===== config.mk =====
export PLATFORM = sky130hd
export DESIGN_NAME = rtcv_top
export DESIGN_NICKNAME = d
export VERILOG_FILES = /design/src/design/rtcv_top.v
export VERILOG_INCLUDE_DIRS = /design/src /design/src/design
export SDC_FILE = /design/constraint.sdc
export NUM_CORES = 1
export LEC_CHECK = 0
export BUFFER_PORTS_ARGS = -buffer_cell sky130_fd_sc_hd__buf_2
export CORE_MARGIN = 5
export CORE_UTILIZATION = 50
export DETAILED_ROUTE_END_ITERATION = 8
export PLACE_DENSITY = 0.7
export SYNTH_ARGS = -nofsm -noshare
export SYNTH_HDL_FRONTEND = slang
export SYNTH_SLANG_ARGS = --single-unit

===== constraint.sdc =====
create_clock -name clk -period 5.4 [get_ports clk]
set_input_delay 0.81 -clock clk [delete_from_list [all_inputs] [get_ports clk]]
set_output_delay 0.81 -clock clk [all_outputs]
set_load 0.01 [all_outputs]

===== src/design/rtcv_defines.vh =====
// register map, field layout and timing constants of the counter/calendar block
// Summary of operation
// - enable-clear register at 0x08 clears enables; set register shows the same enables.
// - enable-clear layout applies only when operating mode select equals 1.
// - writing 1 to bit 15 clears and disables the overflow interrupt.
// - writing 1 to bit 14 clears and disables the tamper interrupt.
// - bits 11:8 clear compare interrupt enables, channels 3 to 0.
// - bits 7:0 clear periodic interrupt enables, channels 7 to 0.
// - writing 0 leaves an enable alone; reads return 1 enabled, 0 disabled.
// - in calendar mode (select 2) date and time read as one word at 0x18.
// - bits 31:26 hold a six-bit year offset from a software reference year.
// - a year is leap exactly when year bits 1:0 are both zero.
// - bits 25:22 hold month, 1 for January through 12 for December.
// - bits 21:17 hold day, 1 up to 28, 29, 30 or 31.
// - bits 16:12 hold hour; format select 0 gives 24-hour values 0-23.
// - format select 1 gives hour 1-12 in low bits, top bit PM.
// - bits 11:6 hold minute, 0 to 59.
`ifndef RTCV_DEFINES_VH
`define RTCV_DEFINES_VH
`define RTCV_OFF_CTRL 12'h000
`define RTCV_OFF_ENCLR 12'h008
`define RTCV_OFF_ENSET 12'h00C
`define RTCV_OFF_IRQ_STAT 12'h010
`define RTCV_OFF_IRQ_MASK 12'h014
`define RTCV_OFF_CLOCK 12'h018
`define RTCV_OFF_COUNT 12'h01C
`define RTCV_OFF_EVENT 12'h020
`define RTCV_MODE_CNT16 2'h1
`define RTCV_MODE_CAL 2'h2
`define RTCV_CTRL_MODE_LO 0
`define RTCV_CTRL_MODE_HI 1
`define RTCV_CTRL_FMT 2
`define RTCV_CTRL_EN 3
`define RTCV_EN_OVF 15
`define RTCV_EN_TAMP 14
`define RTCV_EN_CMP_LO 8
`define RTCV_EN_CMP_HI 11
`define RTCV_EN_PER_LO 0
`define RTCV_EN_PER_HI 7
`define RTCV_EN_MASK 16'hCFFF
`define RTCV_YEAR_LO 26
`define RTCV_MON_LO 22
`define RTCV_DAY_LO 17
`define RTCV_HOUR_LO 12
`define RTCV_MIN_LO 6
`define RTCV_SEC_LO 0
`define RTCV_SEC_MAX 6'h3B
`define RTCV_MIN_MAX 6'h3B
`define RTCV_HR_MAX 5'h17
`define RTCV_MON_MAX 4'hC
`define RTCV_YR_MAX 6'h3F
`define RTCV_CLOCK_RST 32'h00000000
`define RTCV_ENABLE_RST 16'h0000
`define RTCV_CLK_HZ 200000000
`define RTCV_TICK_S 1
`define RTCV_TICK_CYC (`RTCV_CLK_HZ * `RTCV_TICK_S)
`define RTCV_ST_SEC 0
`define RTCV_ST_MIN 1
`define RTCV_ST_HOUR 2
`define RTCV_ST_DAY 3
`define RTCV_ST_MON 4
`define RTCV_ST_YEAR 5
`define RTCV_ST_OVF 6
`endif


===== src/design/rtcv_top.v =====
// counter/calendar block: enable registers, calendar time word, apb slave, interrupt
//
// The APB interface to the registers is this design's own decision.
`timescale 1ns/1ps
`include "rtcv_defines.vh"
module rtcv_top #(
	parameter TICK_CYCLES = `RTCV_TICK_CYC
) (
	input wire clk, // 200 MHz
	input wire rst_n, // async reset, active low
	input wire psel, // apb select
	input wire penable, // apb access phase
	input wire pwrite, // apb direction
	input wire [11:0] paddr, // apb byte address
	input wire [31:0] pwdata, // apb write data
	input wire [3:0] pstrb, // apb byte strobes
	output wire pready, // apb ready
	output reg [31:0] prdata, // apb read data
	output wire pslverr, // apb error
	input wire tamper_in, // tamper pin, asynchronous
	output wire irq, // level interrupt
	output wire [15:0] irq_enables // enable bits seen by the interrupt logic
);
	// overview of the block as software sees it
	// - one clock; the one-second rate is a one-cycle tick from a divider
	// - reset comes in asynchronously and leaves through two flops
	// - every bus transfer ends with zero wait states, so ready is tied high
	// - read data is captured at the setup edge and stands through the access phase
	// - an unmapped address answers with an error, reads zero, and writes nothing
	// - the enable pair at the clear and set offsets only answers in counter mode
	// - the clear offset removes enables, the set offset adds them, zeros do nothing
	// - both offsets read back the same enable bits, so a change shows in both
	// - enable bits 13:12 are not built and always read zero
	// - the calendar word only answers in calendar mode
	// - the calendar is kept in 24-hour form; 12-hour form is made on the way in and out
	// - leap years are those whose year offset has its two low bits clear
	// - fields step only on a tick while the run bit is set
	// - each field rolls into the next one above when it passes its last value
	// - the year offset wraps from its top value back to zero
	// - events set sticky status bits; writing one clears a bit
	// - an event in the same cycle as its clear wins, so no event is lost
	// - calendar roll events count only on a real tick, not while a field sits at its top
	// - one level interrupt, high while any status bit is set and masked in
	// limitation: calendar writes with out-of-range fields are taken as written,
	// and the roll logic then runs on from whatever was written
	// trade-off: a calendar read shows the value of its setup edge, so a tick in
	// the access cycle shows on the next read and never as a torn word
	// hazard: the tamper pin is asynchronous and passes two flops before any use
	// hazard: the internal reset is a flop output, so it is glitch free at release
	reg rst_s1_q, rst_s2_q;
	wire rst_int_n = rst_s2_q;
	// reset release through two flops
	always @(posedge clk or negedge rst_n) begin
		if (!rst_n) begin
			rst_s1_q <= 1'b0;
			rst_s2_q <= 1'b0;
		end else begin
			rst_s1_q <= 1'b1;
			rst_s2_q <= rst_s1_q;
		end
	end

	// days in month, leap when year[1:0] zero
	function [4:0] days_in_month;
		input [3:0] mon;
		input [5:0] yr;
		begin
			case (mon)
				4'h1: days_in_month = 5'h1F;
				4'h2: days_in_month = (yr[1:0] == 2'h0) ? 5'h1D : 5'h1C;
				4'h3: days_in_month = 5'h1F;
				4'h4: days_in_month = 5'h1E;
				4'h5: days_in_month = 5'h1F;
				4'h6: days_in_month = 5'h1E;
				4'h7: days_in_month = 5'h1F;
				4'h8: days_in_month = 5'h1F;
				4'h9: days_in_month = 5'h1E;
				4'hA: days_in_month = 5'h1F;
				4'hB: days_in_month = 5'h1E;
				4'hC: days_in_month = 5'h1F;
				// out-of-range months are software's fault; treat them as long months
				default: days_in_month = 5'h1F;
			endcase
		end
	endfunction

	// convert 24-hour value to 12-hour form, pm in bit 4
	function [4:0] to_h12;
		input [4:0] h;
		reg [4:0] t;
		begin
			t = (h >= 5'h0C) ? h - 5'h0C : h;
			to_h12 = {(h >= 5'h0C), (t == 5'h00) ? 4'hC : t[3:0]};
		end
	endfunction

	// convert 12-hour form back to 24-hour value
	function [4:0] from_h12;
		input [4:0] h;
		reg [4:0] t;
		begin
			t = (h[3:0] == 4'hC) ? 5'h00 : {1'b0, h[3:0]};
			from_h12 = h[4] ? t + 5'h0C : t;
		end
	endfunction

	// tamper pin synchroniser; only the second flop is read by logic
	reg tmp_s1_q, tmp_s2_q, tmp_s3_q;
	always @(posedge clk or negedge rst_int_n) begin
		if (!rst_int_n) begin
			tmp_s1_q <= 1'b0;
			tmp_s2_q <= 1'b0;
		end else begin
			tmp_s1_q <= tamper_in;
			tmp_s2_q <= tmp_s1_q;
		end
	end
	// edge flop resets low like the idle pin, so no false edge after reset
	always @(posedge clk or negedge rst_int_n) begin
		if (!rst_int_n)
			tmp_s3_q <= 1'b0;
		else
			tmp_s3_q <= tmp_s2_q;
	end
	wire tamper_evt = tmp_s2_q & ~tmp_s3_q;

	// bus decode; the slave always answers in the access cycle
	wire acc = psel & penable;
	wire wr = acc & pwrite;
	wire [31:0] wmask = {{8{pstrb[3]}}, {8{pstrb[2]}}, {8{pstrb[1]}}, {8{pstrb[0]}}};
	wire [31:0] wd = pwdata & wmask;
	// address map decode, shared by the error flag and the read capture
	function is_mapped;
		input [11:0] a;
		begin
			case (a)
				`RTCV_OFF_CTRL, `RTCV_OFF_ENCLR, `RTCV_OFF_ENSET, `RTCV_OFF_IRQ_STAT,
				`RTCV_OFF_IRQ_MASK, `RTCV_OFF_CLOCK, `RTCV_OFF_COUNT,
				`RTCV_OFF_EVENT: is_mapped = 1'b1;
				default: is_mapped = 1'b0;
			endcase
		end
	endfunction
	wire hit = is_mapped(paddr);
	// setup phase: address and direction valid, access not yet started
	wire setup_ph = psel & ~penable;
	assign pready = 1'b1;
	assign pslverr = acc & ~hit;
	// write strobes of the plain registers
	wire we_ctrl = wr && (paddr == `RTCV_OFF_CTRL);
	wire we_count = wr && (paddr == `RTCV_OFF_COUNT);
	wire we_stat = wr && (paddr == `RTCV_OFF_IRQ_STAT);
	wire we_mask = wr && (paddr == `RTCV_OFF_IRQ_MASK);

	reg [3:0] ctrl_q;
	reg [15:0] en_q;
	reg [15:0] cnt_q;
	reg [15:0] cmp_q;
	reg [31:0] tick_q;
	reg [31:0] clock_q;
	reg [6:0] stat_q;
	reg [6:0] mask_q;
	wire [1:0] mode = ctrl_q[`RTCV_CTRL_MODE_HI:`RTCV_CTRL_MODE_LO];
	wire fmt12 = ctrl_q[`RTCV_CTRL_FMT];
	wire cnt16 = (mode == `RTCV_MODE_CNT16);
	wire calm = (mode == `RTCV_MODE_CAL);
	wire running = ctrl_q[`RTCV_CTRL_EN];

	// control register
	always @(posedge clk or negedge rst_int_n) begin
		if (!rst_int_n)
			ctrl_q <= 4'h0;
		else if (we_ctrl)
			ctrl_q <= wd[3:0];
	end

	// one-second tick divider
	wire tick = running && (tick_q == TICK_CYCLES - 1);
	always @(posedge clk or negedge rst_int_n) begin
		if (!rst_int_n)
			tick_q <= 32'h00000000;
		else if (!running || tick)
			tick_q <= 32'h00000000;
		else
			tick_q <= tick_q + 32'h00000001;
	end

	// enable bits: set register ors in ones, clear register removes them, zeros ignored
	wire en_set_wr = wr && cnt16 && paddr == `RTCV_OFF_ENSET;
	wire en_clr_wr = wr && cnt16 && paddr == `RTCV_OFF_ENCLR;
	// which enable bits exist and what they reset to; 13:12 are not built
	localparam [15:0] EN_IMPL = `RTCV_EN_MASK;
	localparam [15:0] EN_RST = `RTCV_ENABLE_RST;
	wire [15:0] en_d;
	// one next-value slice per bit; a clear one beats a set one, a zero leaves it alone
	genvar gi;
	generate
		for (gi = 0; gi < 16; gi = gi + 1) begin : g_en
			if (EN_IMPL[gi]) begin : g_bit
				assign en_d[gi] = (en_clr_wr && wd[gi]) ? 1'b0 :
					(en_set_wr && wd[gi]) ? 1'b1 : en_q[gi];
			end else begin : g_rsv
				// reserved bit, reads zero whatever is written
				assign en_d[gi] = 1'b0;
			end
		end
	endgenerate
	// enables used by the event logic: overflow, tamper, compare 0
	wire en_ovf = en_q[`RTCV_EN_OVF];
	wire en_tamp = en_q[`RTCV_EN_TAMP];
	wire en_cmp0 = en_q[`RTCV_EN_CMP_LO];
	always @(posedge clk or negedge rst_int_n) begin
		if (!rst_int_n)
			en_q <= EN_RST;
		else
			en_q <= en_d;
	end
	assign irq_enables = en_q;

	// 16-bit counter with compare 0 against the compare word written with the count
	wire cnt_ovf = cnt16 && tick && (cnt_q == 16'hFFFF);
	wire cmp_hit = cnt16 && tick && (cnt_q == cmp_q);
	// the count loads from the bus and otherwise steps once per tick in counter mode
	always @(posedge clk or negedge rst_int_n) begin
		if (!rst_int_n)
			cnt_q <= 16'h0000;
		else if (we_count)
			cnt_q <= wd[15:0];
		else if (cnt16 && tick)
			cnt_q <= cnt_q + 16'h0001;
	end
	// compare word shares the count's write, upper half of the same word
	always @(posedge clk or negedge rst_int_n) begin
		if (!rst_int_n)
			cmp_q <= 16'h0000;
		else if (we_count)
			cmp_q <= wd[31:16];
	end

	// calendar fields, held internally in 24-hour form
	wire [5:0] yr = clock_q[31:26];
	wire [3:0] mon = clock_q[25:22];
	wire [4:0] day = clock_q[21:17];
	wire [4:0] hr = clock_q[16:12];
	wire [5:0] mn = clock_q[11:6];
	wire [5:0] sc = clock_q[5:0];
	wire sec_wrap = (sc == `RTCV_SEC_MAX);
	wire min_wrap = sec_wrap && (mn == `RTCV_MIN_MAX);
	wire hr_wrap = min_wrap && (hr == `RTCV_HR_MAX);
	wire day_wrap = hr_wrap && (day == days_in_month(mon, yr));
	wire mon_wrap = day_wrap && (mon == `RTCV_MON_MAX);
	wire yr_wrap = mon_wrap && (yr == `RTCV_YR_MAX);
	// one calendar step; the wraps above only count as events on a real step
	wire cal_step = calm && tick;
	// step of one calendar field: hold, wrap to its first value, or count up
	function [5:0] step_field;
		input carry_in;
		input [5:0] cur;
		input [5:0] last;
		input [5:0] first;
		begin
			if (!carry_in)
				step_field = cur;
			else if (cur == last)
				step_field = first;
			else
				step_field = cur + 6'h01;
		end
	endfunction
	// next value of each field; a field moves only when every field below wraps
	wire [5:0] sec_d = step_field(1'b1, sc, `RTCV_SEC_MAX, 6'h00);
	wire [5:0] min_d = step_field(sec_wrap, mn, `RTCV_MIN_MAX, 6'h00);
	wire [5:0] hr_s = step_field(min_wrap, {1'b0, hr}, {1'b0, `RTCV_HR_MAX}, 6'h00);
	wire [4:0] hr_d = hr_s[4:0];
	wire [5:0] day_s = step_field(hr_wrap, {1'b0, day}, {1'b0, days_in_month(mon, yr)}, 6'h01);
	wire [4:0] day_d = day_s[4:0];
	wire [5:0] mon_s = step_field(day_wrap, {2'h0, mon}, {2'h0, `RTCV_MON_MAX}, 6'h01);
	wire [3:0] mon_d = mon_s[3:0];
	// the year wraps from its top value to zero; software owns the reference year
	wire [5:0] yr_d = step_field(mon_wrap, yr, `RTCV_YR_MAX, 6'h00);
	wire [31:0] tick_val = {yr_d, mon_d, day_d, hr_d, min_d, sec_d};
	// write data in 12-hour form is converted so the counter stays in one form
	wire [4:0] wr_hr = fmt12 ? from_h12(wd[16:12]) : wd[16:12];
	wire [31:0] wr_val = {wd[31:17], wr_hr, wd[11:0]};
	// a bus write wins over a tick in the same cycle, so software reads what it wrote
	wire cal_we = wr && calm && (paddr == `RTCV_OFF_CLOCK);
	always @(posedge clk or negedge rst_int_n) begin
		if (!rst_int_n)
			clock_q <= `RTCV_CLOCK_RST;
		else if (cal_we)
			clock_q <= wr_val;
		else if (cal_step)
			clock_q <= tick_val;
	end
	wire [4:0] rd_hr = fmt12 ? to_h12(hr) : hr;
	wire [31:0] clock_rd = {clock_q[31:17], rd_hr, clock_q[11:0]};

	// sticky events; a new event wins over a write-one clear in the same cycle
	wire [6:0] evt = {yr_wrap & cal_step, mon_wrap & cal_step, day_wrap & cal_step,
		hr_wrap & cal_step, cmp_hit & en_cmp0, tamper_evt & en_tamp, cnt_ovf & en_ovf};
	// next status per bit: a written one clears, a new event in the same cycle wins
	wire [6:0] stat_d;
	genvar si;
	generate
		for (si = 0; si < 7; si = si + 1) begin : g_stat
			assign stat_d[si] = evt[si] | (stat_q[si] & ~(we_stat & wd[si]));
		end
	endgenerate
	always @(posedge clk or negedge rst_int_n) begin
		if (!rst_int_n)
			stat_q <= 7'h00;
		else
			stat_q <= stat_d;
	end
	// mask register, same layout as the status bits
	always @(posedge clk or negedge rst_int_n) begin
		if (!rst_int_n)
			mask_q <= 7'h00;
		else if (we_mask)
			mask_q <= wd[6:0];
	end
	assign irq = |(stat_q & mask_q);

	// read selection; clear and set addresses read the same enables
	reg [31:0] rd_mux;
	always @* begin
		case (paddr)
			`RTCV_OFF_CTRL: rd_mux = {28'h0000000, ctrl_q};
			`RTCV_OFF_ENCLR: rd_mux = cnt16 ? {16'h0000, en_q} : 32'h00000000;
			`RTCV_OFF_ENSET: rd_mux = cnt16 ? {16'h0000, en_q} : 32'h00000000;
			`RTCV_OFF_IRQ_STAT: rd_mux = {25'h0000000, stat_q};
			`RTCV_OFF_IRQ_MASK: rd_mux = {25'h0000000, mask_q};
			`RTCV_OFF_CLOCK: rd_mux = calm ? clock_rd : 32'h00000000;
			`RTCV_OFF_COUNT: rd_mux = {cmp_q, cnt_q};
			default: rd_mux = 32'h00000000;
		endcase
	end
	// read data flop, loaded in the setup phase so it stands through the access phase
	always @(posedge clk or negedge rst_int_n) begin
		if (!rst_int_n)
			prdata <= 32'h00000000;
		else if (setup_ph)
			prdata <= is_mapped(paddr) ? rd_mux : 32'h00000000;
	end
endmodule


==> results_dict.tcl <==
set metrics [dict create \
    dp_cells 1260 \
    peakVddDrop_uv 225 \
    stdcell_count 1291 \
    finClkSkew_ns 0.0109 \
    cts_sinks 165 \
    area_growth_pct 14.5 \
    fin_setup_tns_ns 0 \
    wl_mm 24.6 \
    share_seq_of_total_power_pct 47.2 \
    final_common_cell "dfrtp_1" \
    power_density_nw_per_um2 280 \
    grt_pass1_wl_mm 39.9 \
    hold_class "input pin to async pin" \
    antenna_found_initial 0 \
    required_ns 5.65 \
    p_leak_uw 0.00454 \
    p_switching_uw 661 \
    grt_max_degree 141 \
    p_total_uw 2840 \
    worstSetupPathType "input pin to flop" \
    clkPwrFrac_pct 45.9 \
    grt_pass1_vias 7422 \
    drc 0 \
    cts_buffers 17 \
    critPathArrivalTime_ns 3.66 \
    finalWeightedCongestion 0.951 \
    drive_gt1_share_pct 15.9 \
    cts_root_buffer "clkbuf_16" \
    async_flop_share_pct 100 \
    avgViaCountPerCell 6.01 \
    antenna_left 0 \
    synth_edf_count 0 \
    clk_latency_ns 0.43 \
    clk_pin_slew_worst_paths_ns 0.06 \
    place_area_um2 9510 \
    hold_violations 0 \
    die_area_um2 20500 \
    finalCritPeriodShare_pct 63.1 \
    synth_area_um2 8850 \
    rsz0062_at_grt "false" \
    drt_iter0_drc 657 \
    ctsHoldBuffers 0 \
    yosys_warnings 0 \
    p_comb_share_pct 6.9 \
    internal_power_uw 2180 \
    syn_inst 974 \
    cts_tree "done" \
    outcome "completed" \
    core_um2 17400 \
    io_buffers 101 \
    crit_path_max_fanout 31 \
    start_util_pct 51.0 \
    ys_seq_area_share_pct 46.6 \
    drtPass1Iterations 6 \
    clockBufferDepth 2 \
    htreeDepth 4 \
    synth_flop_cell "dfrtp_1" \
    avgRoutedWirePerCell_um 19.0 \
    grt_usage_pct 24.8 \
    cts-resized-gates 0 \
    die_y_um 143 \
    worst_slew_pin_slew_ns 1.24 \
    relSlewSlack_pct 16.8 \
    nFillCells 1520 \
    hpwl_mm 17.3 \
    cp-start-kind "input pin" \
    layout_common_cells "dfrtp_1, nor2_1, nand2_1" \
    whs_ns 0.149 \
    avgSynthCellArea_um2 9.09 \
    fmax_ghz 0.294 \
    nNetsFinal 1124 \
    io-pin-count 105 \
    fp-row-count 48 \
    end_kind "flop" \
    dieWidth_um 143 \
    antenna_cells 0 \
    maxCapViolations 0 \
    layout_min_cycle_time_ns 3.41 \
    grt_overflow 0 \
    final_area_um2 10100 \
    via_count 7762 \
    cts_setup_buffers 0 \
    swShare_pct 23.3 \
    finalSetupViolCount 0 \
    drv_slew 0 \
    synth_seq_cells 165 \
    synth_cell_types 70 \
]
-- critical path: stages --
cell	delay [ns]
buf_2	0.09
or4_1	0.56
nor2_1	0.34
and4_1	0.26
buf_4	0.36
nand2_1	0.77
a21oi_1	0.39
a21oi_1	0.07
-- metrics by stage --
step	util, %	setup WS (ns)
4_1_cts	58.4	2.06
3_5_place_dp	54.8	1.60
5_1_grt	58.4	1.87
2_1_floorplan	-	0.462
3_3_place_gp	54.8	1.71
6_report	58.4	1.99
-- cells by family after synthesis --
logic type,Yosys count,synth area share [%]
compound gates,213,15.0
flops,165,46.6
buf+inv,70,3.46
other cells,2,0.0848
fa+ha+maj,16,2.26
simple gates,419,23.2
xor+xnor,65,6.43
mux,24,2.91
-- flip-flops by register name, indices dropped and copies added, names as in the netlist --
name,count
clock_q,32
prdata,32
tick_q,32
cmp_q,16
cnt_q,16
irq_enables,14
mask_q,7
stat_q,7
ctrl_q,4
rst_int_n,1
rst_s1_q,1
tmp_s1_q,1
tmp_s2_q,1
tmp_s3_q,1
-- power groups by stage --
stage               registers (µW)  logic [µW]  clock network [µW]
floorplan                     1380        92.2                   0
global placement              1360         195                   0
detailed placement            1360         197                   0
CTS                           1340         198                1330
global route                  1350         221                1380
finish                        1340         195                1300
-- metal layers --
| metal | up-vias | wire (µm) | global-route usage [%] |
|---|---|---|---|
| met5 | - | 0 | 0 |
| met4 | 0 | 669 | 9.10 |
| met3 | 48 | 1510 | 4.79 |
| met2 | 306 | 11400 | 39.2 |
| met1 | 3764 | 10900 | 34.0 |
| li1 | 3644 | - | - |
-- cell usage after synthesis, types with 10 or more instances --
cell | instances | share of area [%]
a21oi_1 | 49 | 2.8
a221oi_1 | 21 | 2.1
a31oi_1 | 11 | 0.78
and3_1 | 22 | 1.6
clkbuf_1 | 39 | 1.7
dfrtp_1 | 165 | 47
ha_1 | 16 | 2.3
inv_1 | 18 | 0.76
mux2_2 | 14 | 1.8
mux2i_1 | 10 | 1.1
nand2_1 | 116 | 4.9
nand3_1 | 60 | 3.4
nand4_1 | 22 | 1.6
nor2_1 | 120 | 5.1
nor3_1 | 14 | 0.79
o21ai_0 | 82 | 4.6
xnor2_1 | 34 | 3.4
xor2_1 | 31 | 3.1
-- layout make-up --
class,count,area (µm²),area share (%)
flip-flops and latches,165,4130,40.8
multi-input cells,741,4430,43.8
clock buffers,21,440,4.35
clock inverters,10,181,1.79
inverters,18,67.6,0.667
well taps,225,282,2.78
repair buffers,111,593,5.85
-- final timing paths --
check,startpoint,endpoint,cells after the start,slack (ns)
worst max-delay path,paddr[9],clock_q[27],8,1.99
worst min-delay path,rst_n,rst_s1_q,1,0.15
worst max register to register,tick_q[1],cnt_q[9],8,2.25
worst min register to register,rst_int_n,clock_q[5],0,0.24
max in group asynchronous,rst_int_n,prdata[25],1,4.08
min in group clk,tmp_s1_q,tmp_s2_q,0,0.36
Power figures use the tool's default switching activity.
